==> config.mk <==
export PLATFORM = sky130hd
export DESIGN_NAME = agmb_top
export DESIGN_NICKNAME = d
export VERILOG_FILES = /design/src/agmb_pkg.sv /design/src/agmb_bitrev_add.sv /design/src/agmb_top.sv
export SDC_FILE = /design/constraint.sdc
export NUM_CORES = 1
export LEC_CHECK = 0
export ABC_AREA = 1
export BUFFER_PORTS_ARGS = -buffer_cell sky130_fd_sc_hd__buf_2
export CAP_MARGIN = 20
export CORE_MARGIN = 3
export CORE_UTILIZATION = 35
export DETAILED_ROUTE_END_ITERATION = 8
export HOLD_SLACK_MARGIN = 0.03
export SYNTH_ARGS = -nofsm -noshare
export SYNTH_HDL_FRONTEND = slang
export SYNTH_SLANG_ARGS = --single-unit
==> constraint.sdc <==
create_clock -name SYS_CLK_I -period 3.55 [get_ports SYS_CLK_I]
set_input_delay 0 -clock SYS_CLK_I [delete_from_list [all_inputs] [get_ports SYS_CLK_I]]
set_output_delay 0 -clock SYS_CLK_I [all_outputs]
set_load 0.05 [all_outputs]
==> src/agmb_pkg.sv <==
// Purpose: Shared constants and types for the modulo and bit-reversed address generator.
// Assumes: 16-bit data addresses and sixteen working registers.
// Notes: Mode encodings are internal to this block.
package agmb_pkg;
   localparam int ADDR_W = 16;
   localparam int WSEL_W = 4;
   localparam logic [WSEL_W-1:0] STACK_SEL = 4'hF;
   localparam logic [ADDR_W-1:0] ZERO_ADDR = 16'h0000;
   localparam logic [ADDR_W-1:0] WORD_STEP = 16'h0002;
   localparam logic [ADDR_W-1:0] BYTE_STEP = 16'h0001;
   typedef enum logic [2:0] {
      AGMB_DIRECT = 3'b000,
      AGMB_PRE_INC = 3'b001,
      AGMB_POST_INC = 3'b010,
      AGMB_PRE_DEC = 3'b011,
      AGMB_POST_DEC = 3'b100,
      AGMB_BASE_OFS = 3'b101
   } agmb_mode_t;
endpackage

==> src/agmb_bitrev_add.sv <==
// Purpose: Adds a pointer to a bit-order-reversed modifier.
// Assumes: Word-sized data, so the result least significant bit is cleared.
// Notes: Reverse-carry addition equals reversing, adding and reversing back.
`timescale 1ns/1ps
`default_nettype none
module agmb_bitrev_add #(
   parameter int WIDTH = 16
) (
   input wire logic [WIDTH-1:0] ptr_i,
   input wire logic [WIDTH-1:0] mod_i,
   output logic [WIDTH-1:0] sum_o
);
   logic [WIDTH-1:0] ptr_rev;
   logic [WIDTH-1:0] mod_rev;
   logic [WIDTH-1:0] sum_rev;
   genvar g;
   for (g = 0; g < WIDTH; g++) begin : g_rev
      // Both pointer and modifier are bit-reversed; the sum is reversed back to normal order.
      assign ptr_rev[g] = ptr_i[WIDTH-1-g];
      assign mod_rev[g] = mod_i[WIDTH-1-g];
      assign sum_o[WIDTH-1-g] = (g == WIDTH - 1) ? 1'b0 : sum_rev[g];
   end
   // The reversed pointer is added to the reversed modifier and the least significant bit is forced low.
   assign sum_rev = WIDTH'(ptr_rev + mod_rev);
endmodule
`default_nettype wire

==> src/agmb_top.sv <==
// Functional notes
// - Circular correction may use any working register as pointer.
// - Incrementing buffer: compare address against the upper boundary.
// - Decrementing buffer: compare address against the lower boundary.
// - Boundary test catches overshoot, not only equality, and wraps correctly.
// - Corrected address written back only for pre- or post-modify forms.
// - Base plus offset form corrects the access but leaves base unchanged.
// - Bit reversal only on the X unit and only for data writes.
// - The modifier is treated with reversed bit order.
// - Source and destination addresses stay in normal bit order.
// - Bit reversal needs non-stack select, enable set, and pre/post increment.
// - Bit reversal adds pointer to reversed modifier, ignores offset, clears bit zero.
// - Byte writes or other modes give normal addresses despite enable.
// Purpose: Effective address generator with modulo and bit-reversed correction.
// Assumes: Request and result are on the core clock; one request per cycle.
// Notes: Outputs are registered one cycle after the request.
`timescale 1ns/1ps
`default_nettype none
module agmb_top
   import agmb_pkg::*;
#(
   parameter int AW = agmb_pkg::ADDR_W
) (
   input wire logic SYS_CLK_I,
   input wire logic RESET_N_I,
   input wire logic REQ_VALID_I,
   input wire logic [agmb_pkg::WSEL_W-1:0] REQ_WSEL_I,
   input wire agmb_pkg::agmb_mode_t REQ_MODE_I,
   input wire logic [AW-1:0] REQ_WREG_I,
   input wire logic [AW-1:0] REQ_OFFSET_I,
   input wire logic REQ_BYTE_I,
   input wire logic REQ_WRITE_I,
   input wire logic REQ_XAGU_I,
   input wire logic MOD_ENABLE_I,
   input wire logic [agmb_pkg::WSEL_W-1:0] MOD_WSEL_I,
   input wire logic [AW-1:0] MOD_START_I,
   input wire logic [AW-1:0] MOD_END_I,
   input wire logic BITREV_ENABLE_BIT_I,
   input wire logic [agmb_pkg::WSEL_W-1:0] BITREV_POINTER_SELECT_I,
   input wire logic [AW-1:0] BITREV_MODIFIER_VALUE_I,
   output logic ADDR_VALID_O,
   output logic [AW-1:0] EFFECTIVE_ADDRESS_O,
   output logic WB_VALID_O,
   output logic [agmb_pkg::WSEL_W-1:0] WB_WSEL_O,
   output logic [AW-1:0] WB_DATA_O,
   output logic BITREV_USED_O,
   output logic MOD_WRAP_O
);
   import agmb_pkg::*;

   logic [AW-1:0] step;
   logic is_pre;
   logic is_post;
   logic is_inc;
   logic is_dec;
   logic is_modify;
   logic [AW-1:0] updated;
   logic [AW-1:0] access_raw;
   logic [AW-1:0] buf_len;
   logic mod_hit;
   logic over_up;
   logic under_lo;
   logic [AW-1:0] acc_fix;
   logic [AW-1:0] upd_fix;
   logic brev_on;
   logic [AW-1:0] brev_sum;
   logic [AW-1:0] next_addr;
   logic [AW-1:0] next_wb;
   logic next_wb_valid;

   assign step = REQ_BYTE_I ? BYTE_STEP : WORD_STEP;
   assign is_pre = (REQ_MODE_I == AGMB_PRE_INC) || (REQ_MODE_I == AGMB_PRE_DEC);
   assign is_post = (REQ_MODE_I == AGMB_POST_INC) || (REQ_MODE_I == AGMB_POST_DEC);
   assign is_inc = (REQ_MODE_I == AGMB_PRE_INC) || (REQ_MODE_I == AGMB_POST_INC);
   assign is_dec = (REQ_MODE_I == AGMB_PRE_DEC) || (REQ_MODE_I == AGMB_POST_DEC);
   assign is_modify = is_pre || is_post;
   assign updated = is_inc ? AW'(REQ_WREG_I + step)
                  : is_dec ? AW'(REQ_WREG_I - step) : REQ_WREG_I;
   assign access_raw = (REQ_MODE_I == AGMB_BASE_OFS) ? AW'(REQ_WREG_I + REQ_OFFSET_I)
                     : is_pre ? updated : REQ_WREG_I;
   assign buf_len = AW'(MOD_END_I - MOD_START_I + BYTE_STEP);

   // Any working register can be the circular pointer.
   assign mod_hit = MOD_ENABLE_I && (REQ_WSEL_I == MOD_WSEL_I);

   function automatic logic [AW-1:0] wrap(input logic [AW-1:0] a, input logic up,
                                          input logic [AW-1:0] lo, input logic [AW-1:0] hi,
                                          input logic [AW-1:0] len);
      logic [AW-1:0] r;
      r = a;
      // Strictly beyond the boundary, wrapped by length so the overshoot is kept.
      if (up && (a > hi)) begin
         r = AW'(a - len);
      end else if (!up && (a < lo)) begin
         r = AW'(a + len);
      end
      return r;
   endfunction

   // Incrementing checks the upper boundary, decrementing the lower one.
   assign over_up = mod_hit && !is_dec && (access_raw > MOD_END_I || updated > MOD_END_I);
   assign under_lo = mod_hit && is_dec && (access_raw < MOD_START_I || updated < MOD_START_I);
   assign acc_fix = mod_hit ? wrap(access_raw, !is_dec, MOD_START_I, MOD_END_I, buf_len)
                  : access_raw;
   assign upd_fix = mod_hit ? wrap(updated, !is_dec, MOD_START_I, MOD_END_I, buf_len)
                  : updated;

   // Reversal needs X unit, word write, non-stack select, enable and increment form.
   assign brev_on = BITREV_ENABLE_BIT_I && (BITREV_POINTER_SELECT_I != STACK_SEL)
                  && (REQ_WSEL_I == BITREV_POINTER_SELECT_I) && is_inc
                  && REQ_XAGU_I && REQ_WRITE_I && !REQ_BYTE_I;

   agmb_bitrev_add #(.WIDTH(AW)) u_brev (
      .ptr_i(REQ_WREG_I),
      .mod_i(BITREV_MODIFIER_VALUE_I),
      .sum_o(brev_sum)
   );

   // Bit reversal takes precedence over circular correction for writes.
   assign next_addr = brev_on ? ((REQ_MODE_I == AGMB_PRE_INC) ? brev_sum : REQ_WREG_I)
                    : acc_fix;
   // Only the modify forms write back; base plus offset keeps the base.
   assign next_wb_valid = REQ_VALID_I && is_modify;
   assign next_wb = brev_on ? brev_sum : upd_fix;

   always_ff @(posedge SYS_CLK_I) begin
      if (!RESET_N_I) begin
         ADDR_VALID_O <= 1'b0;
         WB_VALID_O <= 1'b0;
      end else begin
         ADDR_VALID_O <= REQ_VALID_I;
         WB_VALID_O <= next_wb_valid;
      end
   end

   always_ff @(posedge SYS_CLK_I) begin
      if (!RESET_N_I) begin
         EFFECTIVE_ADDRESS_O <= ZERO_ADDR;
         WB_WSEL_O <= '0;
         WB_DATA_O <= ZERO_ADDR;
      end else begin
         EFFECTIVE_ADDRESS_O <= next_addr;
         WB_WSEL_O <= REQ_WSEL_I;
         WB_DATA_O <= next_wb;
      end
   end

   always_ff @(posedge SYS_CLK_I) begin
      if (!RESET_N_I) begin
         BITREV_USED_O <= 1'b0;
         MOD_WRAP_O <= 1'b0;
      end else begin
         BITREV_USED_O <= REQ_VALID_I && brev_on;
         MOD_WRAP_O <= REQ_VALID_I && !brev_on && (over_up || under_lo);
      end
   end

   a_wb_only_modify: assert property (@(posedge SYS_CLK_I) disable iff (!RESET_N_I)
      WB_VALID_O |-> $past(is_modify) && $past(REQ_VALID_I))
      else $error("Write-back without a modify form.");
   a_base_ofs_nowb: assert property (@(posedge SYS_CLK_I) disable iff (!RESET_N_I)
      REQ_VALID_I && REQ_MODE_I == AGMB_BASE_OFS |=> !WB_VALID_O && ADDR_VALID_O)
      else $error("Base plus offset wrote the base register.");
   a_brev_write_only: assert property (@(posedge SYS_CLK_I) disable iff (!RESET_N_I)
      BITREV_USED_O |-> $past(REQ_WRITE_I) && $past(REQ_XAGU_I))
      else $error("Bit reversal on a read or non-X access.");
   a_brev_lsb_clear: assert property (@(posedge SYS_CLK_I) disable iff (!RESET_N_I)
      BITREV_USED_O |-> !WB_DATA_O[0])
      else $error("Bit-reversed address has bit zero set.");
   a_brev_no_stack: assert property (@(posedge SYS_CLK_I) disable iff (!RESET_N_I)
      REQ_VALID_I && BITREV_POINTER_SELECT_I == STACK_SEL |=> !BITREV_USED_O)
      else $error("Bit reversal used on stack select.");
   a_brev_no_byte: assert property (@(posedge SYS_CLK_I) disable iff (!RESET_N_I)
      REQ_VALID_I && REQ_BYTE_I |=> !BITREV_USED_O)
      else $error("Bit reversal used for a byte write.");
   a_up_in_range: assert property (@(posedge SYS_CLK_I) disable iff (!RESET_N_I)
      REQ_VALID_I && mod_hit && is_inc && !brev_on && REQ_WREG_I <= MOD_END_I
      && REQ_WREG_I >= MOD_START_I && MOD_END_I < ~WORD_STEP |=> WB_DATA_O <= MOD_END_I)
      else $error("Incrementing pointer left the buffer.");
   a_dn_in_range: assert property (@(posedge SYS_CLK_I) disable iff (!RESET_N_I)
      REQ_VALID_I && mod_hit && is_dec && !brev_on && REQ_WREG_I >= MOD_START_I
      && REQ_WREG_I <= MOD_END_I && MOD_START_I > WORD_STEP |=> WB_DATA_O >= MOD_START_I)
      else $error("Decrementing pointer left the buffer.");
   a_any_wreg: assert property (@(posedge SYS_CLK_I) disable iff (!RESET_N_I)
      MOD_WRAP_O |-> $past(REQ_WSEL_I) == $past(MOD_WSEL_I))
      else $error("Wrap reported for an unselected register.");
   a_brev_needs_en: assert property (@(posedge SYS_CLK_I) disable iff (!RESET_N_I)
      BITREV_USED_O |-> $past(BITREV_ENABLE_BIT_I) && $past(is_inc))
      else $error("Bit reversal without enable or increment form.");
   a_brev_pre_addr: assert property (@(posedge SYS_CLK_I) disable iff (!RESET_N_I)
      BITREV_USED_O && $past(REQ_MODE_I) == AGMB_PRE_INC |-> EFFECTIVE_ADDRESS_O == WB_DATA_O)
      else $error("Pre-increment bit-reversed access differs from the new pointer.");
   a_brev_post_addr: assert property (@(posedge SYS_CLK_I) disable iff (!RESET_N_I)
      BITREV_USED_O && $past(REQ_MODE_I) == AGMB_POST_INC
      |-> EFFECTIVE_ADDRESS_O == $past(REQ_WREG_I))
      else $error("Post-increment bit-reversed access did not use the old pointer.");
   a_brev_over_mod: assert property (@(posedge SYS_CLK_I) disable iff (!RESET_N_I)
      BITREV_USED_O |-> !MOD_WRAP_O)
      else $error("Circular wrap applied to a bit-reversed write.");
   a_wrap_needs_en: assert property (@(posedge SYS_CLK_I) disable iff (!RESET_N_I)
      MOD_WRAP_O |-> $past(MOD_ENABLE_I))
      else $error("Wrap reported with circular addressing off.");
   a_wb_sel_match: assert property (@(posedge SYS_CLK_I) disable iff (!RESET_N_I)
      WB_VALID_O |-> WB_WSEL_O == $past(REQ_WSEL_I))
      else $error("Write-back aimed at the wrong register.");
   a_brev_inc_only: assert property (@(posedge SYS_CLK_I) disable iff (!RESET_N_I)
      REQ_VALID_I && !is_inc |=> !BITREV_USED_O)
      else $error("Bit reversal used outside the increment forms.");
   a_up_no_wrap: assert property (@(posedge SYS_CLK_I) disable iff (!RESET_N_I)
      REQ_VALID_I && is_inc && access_raw <= MOD_END_I && updated <= MOD_END_I |=> !MOD_WRAP_O)
      else $error("Incrementing access wrapped inside the upper boundary.");
   a_dn_no_wrap: assert property (@(posedge SYS_CLK_I) disable iff (!RESET_N_I)
      REQ_VALID_I && is_dec && access_raw >= MOD_START_I && updated >= MOD_START_I |=> !MOD_WRAP_O)
      else $error("Decrementing access wrapped inside the lower boundary.");

   c_mod_wrap: cover property (@(posedge SYS_CLK_I) disable iff (!RESET_N_I) MOD_WRAP_O);
   c_brev_used: cover property (@(posedge SYS_CLK_I) disable iff (!RESET_N_I) BITREV_USED_O);
   c_base_ofs: cover property (@(posedge SYS_CLK_I) disable iff (!RESET_N_I)
      REQ_VALID_I && REQ_MODE_I == AGMB_BASE_OFS && mod_hit);
   c_dn_wrap: cover property (@(posedge SYS_CLK_I) disable iff (!RESET_N_I)
      REQ_VALID_I && is_dec && under_lo);
   c_brev_mod: cover property (@(posedge SYS_CLK_I) disable iff (!RESET_N_I)
      REQ_VALID_I && brev_on && mod_hit);
endmodule
`default_nettype wire

==> results.md <==
* Max incr delay on CP at between 300 and 400 ps
* Dpl cells at 2429
* Critical path startpoint: MOD_END_I[1]
* Row count at 60
* Via count at 12631
* Number of global-route vias before repair at around 12000
* Diodes inserted at 0
* Crit start category: input pin
* Global-route wire length before repair at 63800 um
* Distinct cells, synth at 53
* Clock buffer depth at 2
* Hold Path Class: in -> reg
* Worst Path Max Fanout at 6
* Yosys reg bits at 40
* Critical path capture point: EFFECTIVE_ADDRESS_O[12]
* Die Area at 0.0303 mm^2
* Root buf cell: clkbuf_16
* Crit. End Element: flop
* Core area at 0.0274 mm^2
* Worst setup margin at -53.0 ps
* Initial drt markers at 749
* Critical path required time at 3740 ps
* Tot GR Track Use at 26.1%
* Die width at around 170 um
* CTS tree: yes
* RSZ-0062 raised after global routing: true
* Initial Util at roughly 36%
* Ports at 143
* Most common cell on crit path: nand2_1
* Final GP Congestion at approximately 0.95
* Worst-Margin Slew at around 840 ps
* CP arrival at 3790 ps
* H-tree levels at 2
* Post-synth ARST share at 0%
* Routed Antenna Nets at 0
* Cell Count, Final, Fillers Out at 2475
* Final Core Density at roughly 57%
* Post-synth EDFFs at 0
* DPL Wire Length at 35300 um
* Avg Inst Size Synth at between 6 and 7 um^2
* Vert. Die Dim at ~170 um
* Slew headroom at between 40% and 50%
* Main synth FF type: dfxtp_1
* Setup-failing EPs final at 7
* WL/cell at 17.0 um
* Yosys warns at 0
* Max VDD drop at around 0.21 mV
* Nets at 2398
* CTS Buf Count at 5
* Slowest-stage cell, CP: fa_2
* MaxCap Viol Count at 0
* Seq/Total Area, Yosys at 8.09%
* Initial antenna violation count at 0
* Pleak at 8.22 nW
* Failing checks: setup timing
* Area Growth Syn to Fin at 57.7%
* Clk sinks at 40
* Final hold viol count at 0
* Status: complete, but fails checks
* Top cells by area, synth: ha_1, nand2_1, inv_1, dfxtp_1, a21oi_1
* Synth top area share at 23.3%
* Leading area contributor after synthesis: ha_1
* Mapped Nets at around 1900
* Max Slew Vio Count at 0
* Share of cells above drive strength 1 at 37.5%
* Post-layout min period at 3600 ps
* Synth cell count leaders: nand2_1, inv_1, ha_1, a21oi_1, o21ai_0
* Count leader, synth: nand2_1
* Hold Path Depth at 4
* Tcrit/Tclk final at 101%
* Wirelength, routed at 42200 um
* Synthesized area at 0.00989 mm^2
* IO Port Bufs at 141
* Vias per cell at 5.10
* DRC viols at 0
* Crit Path Class: in -> reg
* CTS clk-pin slew, worst paths at 80 ps
* DRT Pass-1 Iters at 5
* Grt total ovfl at 0
* Pin count of the biggest net entering global routing at 27
* Max Clk Rate at 278 MHz
* Synth Instances at between 1500 and 2000
* Power per cell area at 408 mW/mm^2
## where the power goes
group	internal, mW	switching [mW]
Sequential	0.488	0.0204
Combinational	2.49	2.89
Clock	0.264	0.222
## repair_timing
item,CTS,global route
hold endpoints to repair,6,0
setup buffers,13,18
endpoints found under the setup margin,33,33
gates cloned,0,2
resized for setup,115,238
pin swaps,40,115
hold buffers,5,0
## registers in the layout, summed over array words and instances, names as in the netlist
register             flops
EFFECTIVE_ADDRESS_O     16
BITREV_USED_O            1
WB_WSEL_O                4
WB_DATA_O               16
WB_VALID_O               1
MOD_WRAP_O               1
ADDR_VALID_O             1
## final cells by class
| type | count | area (um^2) |
|---|---|---|
| fillers | 2659 | 11800 |
| repair buffers | 532 | 3860 |
| flip-flops and latches | 40 | 801 |
| multi-input cells | 1277 | 9390 |
| clock buffers | 7 | 133 |
| clock inverters | 1 | 8.76 |
| inverters | 246 | 945 |
| well taps | 372 | 465 |
## cell usage in the layout (no fill, tap or decap), types with 29 or more instances in the layout
master   count
o21ai_0     77
nor2_1      82
o21ai_1     35
ha_4        34
a21oi_1    124
dfxtp_1     40
xor2_1      63
nand2_2     29
buf_4      356
inv_1      218
nand2_1    325
ha_1       148
buf_2      138
nand3_1     73
## cells by family after synthesis
logic type                 count (synthesis)  share of synthesized area [%]
adders and majority gates                193                           25.1
and+or+nand+nor                          631                           27.3
buffers and inverters                    284                           11.0
DFF                                       40                           8.09
AOI/OAI and AO/OA                        370                           21.2
xor gates and xnor gates                  83                           7.35
## through the flow
| stage | hold WS (ps) | instance area (um^2) | setup slack, ps | TNS, ps | total power, mW |
|---|---|---|---|---|---|
| final | 50.8 | 15600 | -53.0 | -215 | 6.37 |
| after detailed placement | 218 | 13600 | -911 | -17780 | 4.93 |
| after CTS | 54.7 | 14400 | -28.2 | -28.2 | 5.77 |
| after global routing | 62.6 | 15600 | -264 | -5140 | 6.86 |
| after floorplan | 93.5 | 9920 | 9.09 | 0 | 2.86 |
| after global placement | 215 | 13600 | -834 | -16900 | 4.92 |
## per-layer routing
| layer | wire, um | vias to the layer above | part of all wire (%) | track usage, % |
|---|---|---|---|---|
| li1 | - | 6355 | - | - |
| met1 | 19300 | 5846 | 46 | 35.1 |
| met2 | 20000 | 365 | 47 | 45.4 |
| met3 | 1750 | 65 | 4.2 | 1.88 |
| met4 | 1140 | 0 | 2.7 | 6.13 |
| met5 | 0 | - | 0 | 0 |
## how the worst min path moves through the flow
stage                              from                      to
after floorplan           REQ_WSEL_I[0]            WB_WSEL_O[0]
after global placement    REQ_WSEL_I[1]            WB_WSEL_O[1]
after detailed placement  REQ_WSEL_I[1]            WB_WSEL_O[1]
after CTS                     RESET_N_I            WB_WSEL_O[1]
after global routing          RESET_N_I            WB_WSEL_O[3]
final                     REQ_WREG_I[0]  EFFECTIVE_ADDRESS_O[0]
## critical path: cells and delay by family
family	cells	cell delay [ps]
fa+ha+maj	4	1030
xor+xnor	1	150
compound gates	7	1130
simple gates	9	630
buf+inv	8	840
(Power assumes the default switching activity.)
